## config.mk

```make
export PLATFORM = sky130hd
export DESIGN_NAME = otseq_top
export DESIGN_NICKNAME = d
export VERILOG_FILES = /design/src/design/otseq_pkg.sv /design/src/design/otseq_top.sv
export VERILOG_INCLUDE_DIRS = /design/src /design/src/design
export SDC_FILE = /design/constraint.sdc
export NUM_CORES = 1
export LEC_CHECK = 0
export CORE_MARGIN = 2
export CORE_UTILIZATION = 32
export DETAILED_ROUTE_END_ITERATION = 6
export DONT_BUFFER_PORTS = 1
export GPL_TIMING_DRIVEN = 0
export PLACE_DENSITY_LB_ADDON = 0.15
export SLEW_MARGIN = 25
export SYNTH_ARGS = -nofsm -noshare
export SYNTH_HDL_FRONTEND = slang
export SYNTH_SLANG_ARGS = --single-unit
```

## constraint.sdc

```tcl
create_clock -name mclk_i -period 2.93 [get_ports mclk_i]
set_input_delay 0.1465 -clock mclk_i [delete_from_list [all_inputs] [get_ports mclk_i]]
set_output_delay 0.1465 -clock mclk_i [all_outputs]
set_load 0.05 [all_outputs]
```

## src/design/otseq_cfg.svh

```systemverilog
// Timing constants for the over-temperature sequencer
`ifndef OTSEQ_CFG_SVH
`define OTSEQ_CFG_SVH
`define OTSEQ_CLK_MHZ       200
`define OTSEQ_INTERVAL_S    60
`define OTSEQ_INTERVAL_CYC  (36'(`OTSEQ_INTERVAL_S) * 36'(`OTSEQ_CLK_MHZ) \
                             * 36'd1000000)
`define OTSEQ_NUM_MODULES   20
`define OTSEQ_RST_PULSE_CYC 16
`endif

```

## src/design/otseq_pkg.sv

```systemverilog
// Types for the over-temperature sequencer
`default_nettype none
package otseq_pkg;
    typedef enum logic [3:0] {
        OTSEQ_NORMAL  = 4'b0001,
        OTSEQ_WATCH   = 4'b0010,
        OTSEQ_YELLOW  = 4'b0100,
        OTSEQ_RED     = 4'b1000
    } otseq_state_e;

    typedef enum logic [1:0] {
        OTSEQ_LED_GREEN  = 2'h0,
        OTSEQ_LED_YELLOW = 2'h1,
        OTSEQ_LED_RED    = 2'h2
    } otseq_led_e;

    typedef struct packed {
        logic suspend_ops;
        logic suspend_sync_start;
        logic reserve_all;
        logic stop_traffic;
        logic functions_off;
    } otseq_ctrl_s;
endpackage
`default_nettype wire

```

## src/design/otseq_top.sv

```systemverilog
// Over-temperature supervision sequencer
// Notes on behaviour
// - No over-temperature: indicator green
// - First sense: stay green, start one-minute watch
// - Still hot after minute: yellow, suspend ops
// - Yellow also reserves modules, stops traffic
// - Yellow runs a second one-minute watch
// - Still hot: reset modules in use, red
// - Host reset reinitialises, monitoring stays active
// - Still hot after reset: sequence restarts
// - Cool again: back to green, usable
// - Login while hot raises warning pulse
// - Red keeps chassis functions disabled
`include "otseq_cfg.svh"
`default_nettype none
module otseq_top
    import otseq_pkg::*;
#(
    parameter logic [35:0] INTERVAL_CYC = `OTSEQ_INTERVAL_CYC
) (
    input  wire logic                          mclk_i,
    input  wire logic                          rst_i,
    input  wire logic                          over_temp_i,
    input  wire logic                          host_reset_i,
    input  wire logic                          login_i,
    input  wire logic [`OTSEQ_NUM_MODULES-1:0] module_in_use_i,
    output var  otseq_led_e                    temp_led_o,
    output var  otseq_ctrl_s                   ctrl_o,
    output logic [`OTSEQ_NUM_MODULES-1:0]      module_reset_o,
    output logic                               chassis_init_o,
    output logic                               login_warn_o
);
    // Sizes and terminal counts
    localparam int unsigned NM         = `OTSEQ_NUM_MODULES;
    localparam logic [7:0]  RST_LEN    = 8'(`OTSEQ_RST_PULSE_CYC);
    localparam logic [35:0] TIMER_LAST = INTERVAL_CYC - 36'h1;

    // Green stages: all module controls released
    localparam otseq_ctrl_s CTRL_OFF = '{
        suspend_ops:        1'b0,
        suspend_sync_start: 1'b0,
        reserve_all:        1'b0,
        stop_traffic:       1'b0,
        functions_off:      1'b0
    };
    // Yellow: suspend, reserve and stop traffic
    localparam otseq_ctrl_s CTRL_YELLOW = '{
        suspend_ops:        1'b1,
        suspend_sync_start: 1'b1,
        reserve_all:        1'b1,
        stop_traffic:       1'b1,
        functions_off:      1'b0
    };
    // Red: chassis functions disabled as well
    localparam otseq_ctrl_s CTRL_RED = '{
        suspend_ops:        1'b1,
        suspend_sync_start: 1'b1,
        reserve_all:        1'b1,
        stop_traffic:       1'b1,
        functions_off:      1'b1
    };

    // Synchronised inputs and edge history
    logic            ot_meta_reg;
    logic            ot_sync_reg;
    logic            hr_meta_reg;
    logic            hr_sync_reg;
    logic            hr_prev_reg;
    logic            li_meta_reg;
    logic            li_sync_reg;
    logic            li_prev_reg;

    // Sequence state and interval timer
    otseq_state_e    state_reg;
    otseq_state_e    state_seq;
    otseq_state_e    state_next;
    logic [35:0]     timer_reg;
    logic            timer_done;
    logic            timer_clr;
    logic            timer_run;

    // Event strobes
    logic            host_rst_pulse;
    logic            login_rise;
    logic            enter_red;

    // Output next values and counters
    otseq_led_e      led_next;
    otseq_ctrl_s     ctrl_next;
    logic [NM-1:0]   mod_rst_next;
    logic [7:0]      init_cnt_reg;

    // Over-temperature level synchroniser
    always_ff @(posedge mclk_i) begin
        if (rst_i) begin
            ot_meta_reg <= 1'b0;
            ot_sync_reg <= 1'b0;
        end else begin
            ot_meta_reg <= over_temp_i;
            ot_sync_reg <= ot_meta_reg;
        end
    end

    // Host reset synchroniser and edge history
    always_ff @(posedge mclk_i) begin
        if (rst_i) begin
            hr_meta_reg <= 1'b0;
            hr_sync_reg <= 1'b0;
            hr_prev_reg <= 1'b0;
        end else begin
            hr_meta_reg <= host_reset_i;
            hr_sync_reg <= hr_meta_reg;
            hr_prev_reg <= hr_sync_reg;
        end
    end

    // Login synchroniser and edge history
    always_ff @(posedge mclk_i) begin
        if (rst_i) begin
            li_meta_reg <= 1'b0;
            li_sync_reg <= 1'b0;
            li_prev_reg <= 1'b0;
        end else begin
            li_meta_reg <= login_i;
            li_sync_reg <= li_meta_reg;
            li_prev_reg <= li_sync_reg;
        end
    end

    // Host reset accepted in every state
    assign host_rst_pulse = hr_sync_reg & ~hr_prev_reg;
    assign login_rise     = li_sync_reg & ~li_prev_reg;
    assign timer_done     = (timer_reg == TIMER_LAST);
    assign enter_red      = (state_reg == OTSEQ_YELLOW)
                            && (state_next == OTSEQ_RED);

    // Escalation path
    always_comb begin
        state_seq = state_reg;
        unique case (state_reg)
            OTSEQ_NORMAL: begin
                if (ot_sync_reg) begin
                    state_seq = OTSEQ_WATCH;
                end
            end
            OTSEQ_WATCH: begin
                if (!ot_sync_reg) begin
                    state_seq = OTSEQ_NORMAL;
                end else if (timer_done) begin
                    state_seq = OTSEQ_YELLOW;
                end
            end
            OTSEQ_YELLOW: begin
                if (!ot_sync_reg) begin
                    state_seq = OTSEQ_NORMAL;
                end else if (timer_done) begin
                    state_seq = OTSEQ_RED;
                end
            end
            OTSEQ_RED: begin
                if (!ot_sync_reg) begin
                    state_seq = OTSEQ_NORMAL;
                end
            end
            default: state_seq = OTSEQ_NORMAL;
        endcase
    end

    // Host reset overrides the escalation path
    always_comb begin
        state_next = state_seq;
        if (host_rst_pulse) begin
            // Monitoring continues; escalation restarts while hot
            state_next = ot_sync_reg ? OTSEQ_WATCH
                                     : OTSEQ_NORMAL;
        end
    end

    // Sequence state register
    always_ff @(posedge mclk_i) begin
        if (rst_i) begin
            state_reg <= OTSEQ_NORMAL;
        end else begin
            state_reg <= state_next;
        end
    end

    // Interval timer control
    always_comb begin
        timer_clr = (state_next != state_reg) || host_rst_pulse;
        timer_run = (state_reg == OTSEQ_WATCH)
                    || (state_reg == OTSEQ_YELLOW);
    end

    // Interval timer, restarted on every state change
    always_ff @(posedge mclk_i) begin
        if (rst_i) begin
            timer_reg <= 36'h0;
        end else if (timer_clr) begin
            timer_reg <= 36'h0;
        end else if (timer_run) begin
            timer_reg <= timer_reg + 36'h1;
        end
    end

    // Indicator and control decode of the next state
    always_comb begin
        led_next  = OTSEQ_LED_GREEN;
        ctrl_next = CTRL_OFF;
        unique case (state_next)
            OTSEQ_NORMAL: begin
                led_next  = OTSEQ_LED_GREEN;
                ctrl_next = CTRL_OFF;
            end
            OTSEQ_WATCH: begin
                led_next  = OTSEQ_LED_GREEN;
                ctrl_next = CTRL_OFF;
            end
            OTSEQ_YELLOW: begin
                led_next  = OTSEQ_LED_YELLOW;
                ctrl_next = CTRL_YELLOW;
            end
            OTSEQ_RED: begin
                led_next  = OTSEQ_LED_RED;
                ctrl_next = CTRL_RED;
            end
            default: begin
                led_next  = OTSEQ_LED_GREEN;
                ctrl_next = CTRL_OFF;
            end
        endcase
    end

    // Indicator register
    always_ff @(posedge mclk_i) begin
        if (rst_i) begin
            temp_led_o <= OTSEQ_LED_GREEN;
        end else begin
            temp_led_o <= led_next;
        end
    end

    // Module control register
    always_ff @(posedge mclk_i) begin
        if (rst_i) begin
            ctrl_o <= CTRL_OFF;
        end else begin
            ctrl_o <= ctrl_next;
        end
    end

    // Reset of modules in use on entering red
    always_comb begin
        mod_rst_next = {NM{1'b0}};
        if (enter_red) begin
            mod_rst_next = module_in_use_i;
        end
    end

    // Module reset pulse register
    always_ff @(posedge mclk_i) begin
        if (rst_i) begin
            module_reset_o <= {NM{1'b0}};
        end else begin
            module_reset_o <= mod_rst_next;
        end
    end

    // Chassis initialisation length counter
    always_ff @(posedge mclk_i) begin
        if (rst_i) begin
            init_cnt_reg <= 8'h0;
        end else if (host_rst_pulse) begin
            // A new host reset restarts the strobe
            init_cnt_reg <= RST_LEN - 8'h1;
        end else if (init_cnt_reg != 8'h0) begin
            init_cnt_reg <= init_cnt_reg - 8'h1;
        end
    end

    // Chassis initialisation strobe
    always_ff @(posedge mclk_i) begin
        if (rst_i) begin
            chassis_init_o <= 1'b0;
        end else begin
            chassis_init_o <= host_rst_pulse
                              | (init_cnt_reg != 8'h0);
        end
    end

    // Login warning pulse while over temperature
    always_ff @(posedge mclk_i) begin
        if (rst_i) begin
            login_warn_o <= 1'b0;
        end else begin
            login_warn_o <= login_rise & ot_sync_reg;
        end
    end
endmodule
`default_nettype wire

```

# == Yosys cells after proc, flatten, opt, wreduce, memory -nomap -nowiden ==
# Index checks and enable logic that the tools add are counted.
# W data, S select, Z words.
# word_totals
ff_bits,85
latchBits,0
ram_bits,0
rom_bits,0
inputBits,25
out_inout_bits,29
elab_cells,59
memories,0
# op_classes
n_addsub,2
mul,0
div,0
magnitude_cmp,0
eq_ne,8
n_shift,0
muxes,13
bitwise_logic,7
reduce_logical,8
# ops
operator,count
$add A36 B1 Y36 const B,1
$eq A36 B34 Y1 const B,1
$mux W4,9
$pmux W4 S4,1
$pmux W5 S2,1
$eq A4 B3 Y1 const B,2
$eq A4 B4 Y1 const B,2
$reduce_bool A8 Y1,1
$sub A8 B1 Y8 const B,1
$reduce_or A2 Y1,3
$eq A4 B1 Y1 const B,1
$eq A4 B2 Y1 const B,1
$ne A4 B4 Y1,1
$pmux W2 S2,1
$and A1 B1 Y1,3
$not A1 Y1,3
$logic_or A1 B1 Y1,2
$mux W2,1
$reduce_bool A2 Y1,1
$logic_and A1 B1 Y1,1
$or A1 B1 Y1,1

# == Logic depth before layout (Yosys ltp) ==
# Gate-level depths: netlist of the first run.
# logic_depth
word_depth,9
mapped_depth,8

# == Worst setup path after synthesis of the first run ==
# No wires, ideal clock.
# synth_path
path_kind,reg-to-reg
from,reg timer_reg[15]
to,reg ctrl_o[4] in the netlist's numbering
setup_time_ns,0.070
arrival_time_ns,2.422
path_slack_ns,0.438
path_stages_with_launch,7
path_buffers,1
synth_period_minus_slack_ns,2.492
cell_sequence,dfxtp_1 > or4_1 > or4_1 > or3_1 > buf_2 > or4b_1 > a21oi_1
# synth_between
elab_chain_cells,7
word_cells_on_any_way,10
classes_between,eq/ne: 3; mux: 7
# synth_rtl
item,line,text
"start, declared",otseq_top.sv:77,logic [35:0] timer_reg;
"start signal, assigned",otseq_top.sv:202,timer_reg <= timer_reg + 36'h1;
$eq A36 B34 Y1 *,otseq_top.sv:133,assign timer_done = (timer_reg == TIMER_LAST);
"$mux W4, on equally long branches","otseq_top.sv:156, otseq_top.sv:149",
"$mux W4, on equally long branches","otseq_top.sv:154, otseq_top.sv:147",
$pmux W4 S4 *,otseq_top.sv:140,unique case (state_reg)
$mux W4 *,otseq_top.sv:172,if (host_rst_pulse) begin
$eq A4 B4 Y1 or $eq A4 B3 Y1 (tied branches),otseq_top.sv:210,unique case (state_next)
$pmux W5 S2 *,otseq_top.sv:210,
"end signal, assigned",otseq_top.sv:248,ctrl_o <= ctrl_next;
"end, declared",otseq_top.sv:28,"output var otseq_ctrl_s ctrl_o,"
# Mark *: on every way between the ends. The rest lies on a longest branch, timed or not.
# A chain may end at the register's enable or synchronous reset.

# == Worst setup path in the final report of the first run ==
# layout_path
from,reg timer_reg[15]
to,reg module_reset_o[16]
# layout_between
elab_chain_cells,9
word_cells_on_any_way,11
classes_between,eq/ne: 2; mux: 6; bitwise: 1; reduce/logical: 2
# layout_rtl
item,line,text
$eq A36 B34 Y1 *,otseq_top.sv:133,
"$mux W4, on equally long branches","otseq_top.sv:156, otseq_top.sv:149",
"$mux W4, on equally long branches","otseq_top.sv:154, otseq_top.sv:147",
$pmux W4 S4 *,otseq_top.sv:140,
$mux W4 *,otseq_top.sv:172,
$eq A4 B4 Y1 *,otseq_top.sv:135,&& (state_next == OTSEQ_RED);
$logic_and A1 B1 Y1 *,otseq_top.sv:135,
$not A1 Y1 (no line) *,--,
$reduce_or A2 Y1 (no line) *,--,
"end signal, assigned",otseq_top.sv:263,module_reset_o <= {NM{1'b0}};
"end signal, assigned",otseq_top.sv:265,module_reset_o <= mod_rst_next;
"end, declared",otseq_top.sv:29,"output logic [`OTSEQ_NUM_MODULES-1:0] module_reset_o,"
# Marks and branches as above.

==> results of run 1 <==
[power groups by stage]
stage	clock, uW	combinational [uW]	sequential (uW)
6_report	979	267	1200
5_1_grt	1050	312	1210
4_1_cts	1010	269	1200
3_5_place_dp	0	242	1230
3_3_place_gp	0	240	1230
2_1_floorplan	0	204	1220
[cell families (layout without fill, tap and decap cells)]
family,after synthesis,after routing
AND/OR/NAND/NOR,183,183
flip-flops,81,81
XOR/XNOR,44,44
buffers and inverters,33,72
AO/OA/AOI/OAI,12,12
multiplexers,4,4
adder cells (fa/ha/maj),2,2
[final cells by class]
class,instances,area share
Sequential cell,81,0.415
Inverter,13,0.0125
Timing Repair Buffer,24,0.0614
Multi-Input combinational cell,245,0.383
Clock inverter,6,0.0294
Tap cell,133,0.0425
Clock buffer,10,0.0326
Buffer,19,0.0240
[critical path, delay by kind of cell, from the launching register on]
kind	cells	cell delay, ns
AND/OR/NAND/NOR	5	1.92
buffers and inverters	2	0.40
flip-flops	1	0.36
[cell usage after synthesis, types with 2 or more instances]
cell type and instances:
xnor2_1 32, ha_1 2, nor3_1 21, and4_1 5, nor4b_1 4, mux2i_1 3
nor2_1 57, or4b_1 2, inv_1 13, and3_1 4, nand4_1 6, buf_4 4
nand2b_1 2, a21oi_1 5, or4_1 3, dfxtp_1 81, clkbuf_2 2, buf_1 2
nor2b_1 10, and2_1 22, nand3_1 12, xor2_1 12, clkbuf_1 11, nor4_1 8
nand3b_1 2, nand2_1 19
[cell usage in the layout (no fill, tap or decap), drive strengths merged, types with 4 or more instances in the layout]
master / n
and3: 4
and4: 6
nor2b: 10
inv: 14
and2: 22
nand4: 6
nor3: 21
nor4: 9
xnor2: 32
buf: 7
nor4b: 4
xor2: 12
nor2: 57
dfxtp: 81
nand3: 12
dlygate4sd3: 24
a21oi: 5
clkbuf: 22
nand2: 19
[layer usage]
layer	track usage	vias up	routed length, um
met2	0.190	68	2780
met1	0.173	1088	3350
met5	0	-	0
met4	0.0571	0	93
li1	-	1258	-
met3	0.0405	10	381
[per-stage QoR]
stage	power, uW	util	setup slack, ns	area, um^2	cells
final	2450	0.398	0.188	3910	531
after global routing	2580	0.398	0.00882	3910	531
after CTS	2480	0.399	0.00174	3910	532
after detailed placement	1470	0.349	-0.0435	3430	492
after global placement	1470	0.349	-0.0518	3430	492
after floorplan	1420	-	0.438	3260	359
[how the worst max path moves through the flow]
stage | slack (ns) | end | depth (start not counted)
final | 0.19 | module_reset_o[16] | 7
after global placement | -0.05 | timer_reg[6] | 7
after CTS | 0.002 | timer_reg[32] | 7
after floorplan | 0.44 | ctrl_o[4] | 6
after global routing | 0.009 | module_reset_o[1] | 7
after detailed placement | -0.04 | timer_reg[6] | 7
[what timing repair did]
item / 4_1_cts / 5_1_grt
hold buffers: 24 / 0
gates resized for setup: 2 / 2
endpoints found under the setup margin: 21 / 30
setup buffers: 0 / 0
endpoints found under the hold margin: 27 / 0
==> flow_metrics.py, run 1 <==
metrics = {
    "yosys": {
        "synth_fp_nets": 386,
        "synth_compound_area_frac": 0.0242,
        "synth_top_family_by_area": "simple AND/OR/NAND/NOR gates",
        "synth_xor_area_frac": 0.118,
        "synth_edf_count": 0,
        "synth-main-ff-cell": "dfxtp_1",
        "synthAdderAreaFrac": 0.00767,
        "yosysWarnings": 0,
        "synth_area_um2": 3260,
        "ys_seq_elements": 81,
        "synthMuxAreaShare": 0.0127,
        "avgSynthCellArea_um2": 9.09,
        "yosysSeqAreaShare": 0.497,
        "synthTopCellsByArea": "dfxtp_1 (50%), xnor2_1 (8.6%), nor2_1 (6.6%)",
        "synth_cell_types": 41,
        "synth-async-reset-ratio": 0,
        "synth-simple-area-share": 0.297,
        "netlist.area_leader.share": 0.497,
        "synthCells": 359,
        "synth_top_cell_by_area": "dfxtp_1",
    },
    "setup_path": {
        "startpoint": "timer_reg[15]",
        "critPathMaxStageDelay_ns": 0.55,
        "reg2reg_setup_slack_ns": 0.19,
        "regToRegStartpoint": "timer_reg[15]",
        "critPathLaunchType": "register",
        "path_cells": "or4_1 -> or4_1 -> or3_1 -> buf_2 -> nor4_2 -> clkbuf_2 -> and2_1",
        "reg2reg_depth": 7,
        "cp_common_cell": "or4_1",
        "cp.arrival_ns": 3.03,
        "cp-end-kind": "register",
        "slowest_stage": "or4_1",
        "required_ns": 3.22,
        "crit_type": "reg -> reg",
        "path_max_fanout": 10,
        "r2r_end": "module_reset_o[16]",
    },
    "sta": {
        "worst_slew_pin_slew_ns": 0.599,
        "period_needed_ns": 2.74,
        "grt_setup_unrepaired": "false",
        "clock_skew_ns": 0.00806,
        "slew_headroom": 0.600,
        "hold_violations": 0,
        "hold_ws_ns": 0.0532,
        "clock.fmax_mhz": 365,
        "slew_viol_final": 0,
        "setup_violations": 0,
        "fin_setup_tns_ns": 0,
        "finalCritPeriodShare": 0.936,
    },
    "detailed_routing": {
        "wl_mm": 6.61,
        "dr.pass1.iters": 4,
        "wire_per_inst_um": 12.4,
        "via_per_inst": 4.56,
        "vias": 2424,
        "drtIter0Drc": 110,
        "ant_nets": 0,
        "drc": 0,
    },
    "grt": {
        "grt_max_degree": 15,
        "grt-ovfl-total": 0,
        "grt_pass1_wl_mm": 11.4,
        "grt_use_total": 0.129,
        "antenna_found_initial": 0,
        "grt_pass1_vias": 2365,
    },
    "place": {
        "dp_hpwl_mm": 4.41,
        "gp_congestion": 0.739,
        "io_buffers": 0,
    },
    "pwr": {
        "ir_worst_vdd_mv": 0.256,
        "powerDensity_nw_per_um2": 626,
        "p_clk_frac": 0.400,
        "seqPwrFrac": 0.491,
        "power_frac_comb": 0.109,
        "p_sw_frac": 0.246,
        "intPower_uw": 1840,
        "p_leak_uw": 0.00136,
        "switchingPower_uw": 603,
    },
    "floorplanning": {
        "die_h_um": 105,
        "fp.dieArea_um2": 11000,
        "start_util": 0.332,
        "io_pins": 54,
        "rows": 36,
        "die_w_um": 105,
        "core_area_um2": 9820,
    },
    "clock_network": {
        "cts_buffers": 9,
        "clock_latency_ns": 0.34,
        "cts_tree": "built",
        "clock-root-buffer": "clkbuf_8",
        "clkTransAtPathRegs_ns": 0.08,
        "htreeDepth": 3,
        "clk_path_buf_depth": 2,
        "cts.sinks": 81,
    },
    "final_layout": {
        "multi_input_area_um2": 1500,
        "largest_reg_flops": 36,
        "final_nets": 420,
        "synthToLayoutAreaGrowth_pct": 19.9,
        "fillers": 1001,
        "layout-drive-gt1-share": 0.0704,
        "diodes": 0,
        "regArea_um2": 1620,
    },
    "hold_path": {
        "min_path_cells": 3,
        "min_to": "temp_led_o[0]",
        "hold_start": "rst_i",
        "hp-class": "in -> reg",
    },
    "run_status": {
        "status": "complete, no violations",
    },
    "job": {
        "drv_cap": 0,
    },
}
Note: power is estimated with default switching activity, not from simulation.
==> inputs of run 2 (changes only) <==
--- a/config.mk
+++ b/config.mk
@@ -11,6 +11,7 @@
 export DETAILED_ROUTE_END_ITERATION = 6
 export DONT_BUFFER_PORTS = 1
 export GPL_TIMING_DRIVEN = 0
+export MAX_ROUTING_LAYER = met4
 export PLACE_DENSITY_LB_ADDON = 0.15
 export SLEW_MARGIN = 25
 export SYNTH_ARGS = -nofsm -noshare
==> flow_metrics.py, run 2 (synthesis results as in run 1) <==
metrics = {
    "sta": {
        "setup_violations": 0,
        "slew_viol_final": 0,
        "clock_skew_ns": 0.00766,
        "finalCritPeriodShare": 0.936,
        "slew_headroom": 0.600,
        "period_needed_ns": 2.74,
        "clock.fmax_mhz": 365,
        "hold_violations": 0,
        "worst_slew_pin_slew_ns": 0.599,
        "grt_setup_unrepaired": "false",
    },
    "detailed_routing": {
        "vias": 2416,
        "drc": 0,
        "wire_per_inst_um": 12.4,
        "dr_wl_met3_um": 358,
        "m1WireLength_mm": 3.36,
        "via_per_inst": 4.55,
        "highest_layer": "met4",
        "ant_nets": 0,
        "dr.pass1.iters": 4,
        "drtIter0Drc": 105,
        "wl_mm": 6.59,
        "wl_met2_mm": 2.77,
    },
    "floorplanning": {
        "die_w_um": 105,
        "start_util": 0.332,
        "rows": 36,
        "die_h_um": 105,
        "fp.dieArea_um2": 11000,
        "core_area_um2": 9820,
        "io_pins": 54,
    },
    "setup_path": {
        "cp-end-kind": "register",
        "cp_common_cell": "or4_1",
        "cp.arrival_ns": 3.03,
        "required_ns": 3.22,
        "slowest_stage": "or4_1",
        "path_cells": "or4_1 -> or4_1 -> or3_1 -> buf_2 -> nor4_2 -> clkbuf_2 -> and2_1",
        "crit_type": "reg -> reg",
        "path_max_fanout": 10,
        "critPathLaunchType": "register",
        "critPathMaxStageDelay_ns": 0.55,
    },
    "grt": {
        "antenna_found_initial": 0,
        "grt-ovfl-total": 0,
        "grt_max_degree": 15,
        "grt_pass1_vias": 2364,
        "grt_pass1_wl_mm": 11.4,
        "grt_use_total": 0.132,
    },
    "pwr": {
        "p_leak_uw": 0.00136,
        "powerDensity_nw_per_um2": 625,
        "ir_worst_vdd_mv": 0.256,
    },
    "final_layout": {
        "layout_common_cells": "dfxtp_1 (81), nor2_1 (57), xnor2_1 (32)",
        "final_area_um2": 3910,
        "largest_reg_flops": 36,
        "synthToLayoutAreaGrowth_pct": 19.9,
        "fillers": 1001,
        "diodes": 0,
        "layout-drive-gt1-share": 0.0704,
        "fin_cells": 531,
        "final_nets": 420,
        "final_common_cell": "dfxtp_1",
    },
    "clock_network": {
        "clk_path_buf_depth": 2,
        "cts_buffers": 9,
        "clock_latency_ns": 0.34,
        "cts_tree": "built",
        "clock-root-buffer": "clkbuf_8",
        "post-cts-setup-buffer-count": 0,
        "clkTransAtPathRegs_ns": 0.08,
        "cts.sinks": 81,
        "htreeDepth": 3,
    },
    "run_status": {
        "status": "complete, no violations",
    },
    "place": {
        "io_buffers": 0,
        "placed_area_um2": 3430,
        "gp_congestion": 0.748,
        "dp_hpwl_mm": 4.41,
        "dp_cells": 492,
    },
    "hold_path": {
        "hp-class": "in -> reg",
    },
    "job": {
        "drv_cap": 0,
    },
}
## run 2: cell counts in the layout (fill, tap and decap cells not counted)
No cell type changed its count.
## run 2: layout make-up
| type | instances | area, um^2 | area share |
|---|---|---|---|
| clock buffer | 10 | 128 | 0.0326 |
| tap | 133 | 166 | 0.0425 |
| inverter | 13 | 48.8 | 0.0125 |
| timing repair buffer | 24 | 240 | 0.0614 |
| sequential | 81 | 1620 | 0.415 |
| multi-input combinational | 245 | 1500 | 0.383 |
| buffer | 19 | 93.8 | 0.0240 |
| clock inverter | 6 | 115 | 0.0294 |
## run 2: where the power goes
part,internal [uW],switching (uW),total [uW]
Sequential,1150,53.4,1200
Combinational,126,141,267
Clock,571,406,977
Total,1840,601,2450
## run 2: repair_timing
| action | 4_1_cts | 5_1_grt |
|---|---|---|
| endpoints found under the hold margin | 27 | 0 |
| gates resized for setup | 2 | 2 |
| hold buffers | 24 | 0 |
| cloned | 0 | 0 |
| setup endpoints to repair | 21 | 30 |
## run 2: layer usage
metal,track usage,vias up
met5,-,-
met1,0.173,1081
li1,-,1257
met2,0.190,68
met3,0.0381,10
met4,0.0571,0
## run 2: worst paths after layout
check	start	end	slack [ns]	cells after the start
setup reg to reg	timer_reg[15]	module_reset_o[16]	0.19	7
setup / recovery	timer_reg[15]	module_reset_o[16]	0.19	7
hold reg to reg	li_prev_reg	login_warn_o	0.39	1
hold / removal	rst_i	temp_led_o[0]	0.05	3
## run 2: critical path: cells and delay by family, from the launching register on
kind / cells / cell delay, ns
buffers and inverters: 2 / 0.40
and+or+nand+nor: 5 / 1.92
DFF: 1 / 0.36
## run 2: per-stage QoR
stage	total power [uW]	setup TNS [ns]	setup slack [ns]	hold slack [ns]	util
after floorplan	1420	0	0.438	0.218	-
after global placement	1470	-0.968	-0.0518	0.219	0.349
after detailed placement	1470	-0.645	-0.0435	0.222	0.349
after CTS	2480	0	0.00174	0.0359	0.399
after global routing	2580	0	0.00878	0.0698	0.398
final	2450	0	0.188	0.0547	0.398
==> inputs of run 3 (changes only) <==
--- a/config.mk
+++ b/config.mk
@@ -8,6 +8,8 @@
 export LEC_CHECK = 0
 export CORE_MARGIN = 2
 export CORE_UTILIZATION = 32
+export CTS_BUF_LIST = sky130_fd_sc_hd__clkbuf_2
+export CTS_CLUSTER_DIAMETER = 120
 export DETAILED_ROUTE_END_ITERATION = 6
 export DONT_BUFFER_PORTS = 1
 export GPL_TIMING_DRIVEN = 0
==> flow_metrics.py, run 3 (synthesis results as in run 1) <==
metrics = {
    "run_status": {
        "status": "complete, no violations",
    },
    "grt": {
        "grt_pass1_vias": 2356,
        "grt_pass1_wl_mm": 11.4,
        "grt_max_degree": 15,
        "antenna_found_initial": 0,
        "grt-ovfl-total": 0,
        "grt_use_total": 0.134,
    },
    "detailed_routing": {
        "via_per_inst": 4.55,
        "ant_nets": 0,
        "vias": 2423,
        "wire_per_inst_um": 12.5,
        "wl_mm": 6.65,
        "dr.pass1.iters": 4,
        "drtIter0Drc": 100,
        "drc": 0,
    },
    "clock_network": {
        "htreeDepth": 3,
        "clk_path_buf_depth": 2,
        "cts.sinks": 81,
        "clock_latency_ns": 0.53,
        "cts_tree": "built",
        "cts_buffers": 9,
        "clock-root-buffer": "clkbuf_2",
        "clkTransAtPathRegs_ns": 0.23,
    },
    "pwr": {
        "p_leak_uw": 0.00134,
        "ir_worst_vdd_mv": 0.221,
        "powerDensity_nw_per_um2": 583,
        "total_power_uw": 2240,
    },
    "place": {
        "dp_hpwl_mm": 4.41,
        "io_buffers": 0,
        "dp_cells": 492,
        "gp_congestion": 0.748,
    },
    "final_layout": {
        "fillers": 1019,
        "layout-drive-gt1-share": 0.0727,
        "final_common_cell": "dfxtp_1",
        "synthToLayoutAreaGrowth_pct": 17.8,
        "layout_common_cells": "dfxtp_1 (81), nor2_1 (57), xnor2_1 (32)",
        "largest_reg_flops": 36,
        "final_nets": 421,
        "regArea_um2": 1620,
        "diodes": 0,
        "multi_input_area_um2": 1500,
        "fin_cells": 532,
    },
    "sta": {
        "setup_violations": 0,
        "fin_setup_tns_ns": 0,
        "worst_slew_pin_slew_ns": 0.599,
        "finalCritPeriodShare": 0.933,
        "hold_violations": 0,
        "slew_viol_final": 0,
        "clock_skew_ns": 0.0252,
        "period_needed_ns": 2.73,
        "clock.fmax_mhz": 366,
        "slew_headroom": 0.600,
        "grt_setup_unrepaired": "false",
    },
    "floorplanning": {
        "io_pins": 54,
        "rows": 36,
        "start_util": 0.332,
        "fp.dieArea_um2": 11000,
        "die_w_um": 105,
        "die_h_um": 105,
        "core_area_um2": 9820,
    },
    "setup_path": {
        "crit_type": "reg -> reg",
        "path_max_fanout": 10,
        "cp.arrival_ns": 3.22,
        "reg2reg_setup_slack_ns": 0.20,
        "cp-end-kind": "register",
        "regToRegStartpoint": "timer_reg[15]",
        "startpoint": "timer_reg[15]",
        "critPathLaunchType": "register",
        "required_ns": 3.41,
    },
    "hold_path": {
        "hold_start": "module_in_use_i[13]",
        "hp-class": "in -> reg",
    },
    "job": {
        "drv_cap": 0,
    },
}
[run 3: critical path: stages, from the launching register on]
cell and delay, ns:
dfxtp_1 0.40, or4_1 0.55, or4_1 0.53, or3_1 0.37
buf_2 0.17, nor4_2 0.30, buf_2 0.22, and2_1 0.15
[run 3: cell type report]
cell class | instances | share of cell area
well taps | 133 | 0.0433
clock inverters | 6 | 0.0299
flip-flops and latches | 81 | 0.422
inverters | 13 | 0.0127
plain buffers | 19 | 0.0244
multi-input cells | 245 | 0.390
clock buffers | 10 | 0.0130
repair buffers | 25 | 0.0651
[run 3: final timing paths]
path                        end  cells after the start
max          module_reset_o[16]                      7
min          module_reset_o[13]                      2
min reg2reg        login_warn_o                      1
max reg2reg  module_reset_o[16]                      7
[run 3: stage by stage]
| step | utilization | hold WS, ns | area [um^2] | setup slack, ns |
|---|---|---|---|---|
| global placement | 0.349 | 0.219 | 3430 | -0.0518 |
| global route | 0.391 | 0.180 | 3840 | 0.0158 |
| floorplan | - | 0.218 | 3260 | 0.438 |
| finish | 0.391 | 0.246 | 3840 | 0.196 |
| detailed placement | 0.349 | 0.222 | 3430 | -0.0435 |
| CTS | 0.391 | 0.126 | 3840 | 0.101 |
[run 3: what timing repair did]
item / in CTS / in global routing
gates resized for setup: 3 / 2
setup buffers: 0 / 0
endpoints found under the hold margin: 45 / 5
pin swaps: 0 / 0
setup endpoints to repair: 28 / 40
hold buffers: 24 / 1
[run 3: power breakdown]
group,internal [uW],switching [uW]
Combinational,127,141
Clock,375,393
Sequential,1150,53.6
Total,1650,587
[run 3: per-layer routing]
layer	up-vias	share of wire	track usage
met2	70	0.41	0.191
li1	1262	-	-
met4	0	0.017	0.0543
met5	-	0	-
met1	1082	0.51	0.172
met3	9	0.061	0.0474
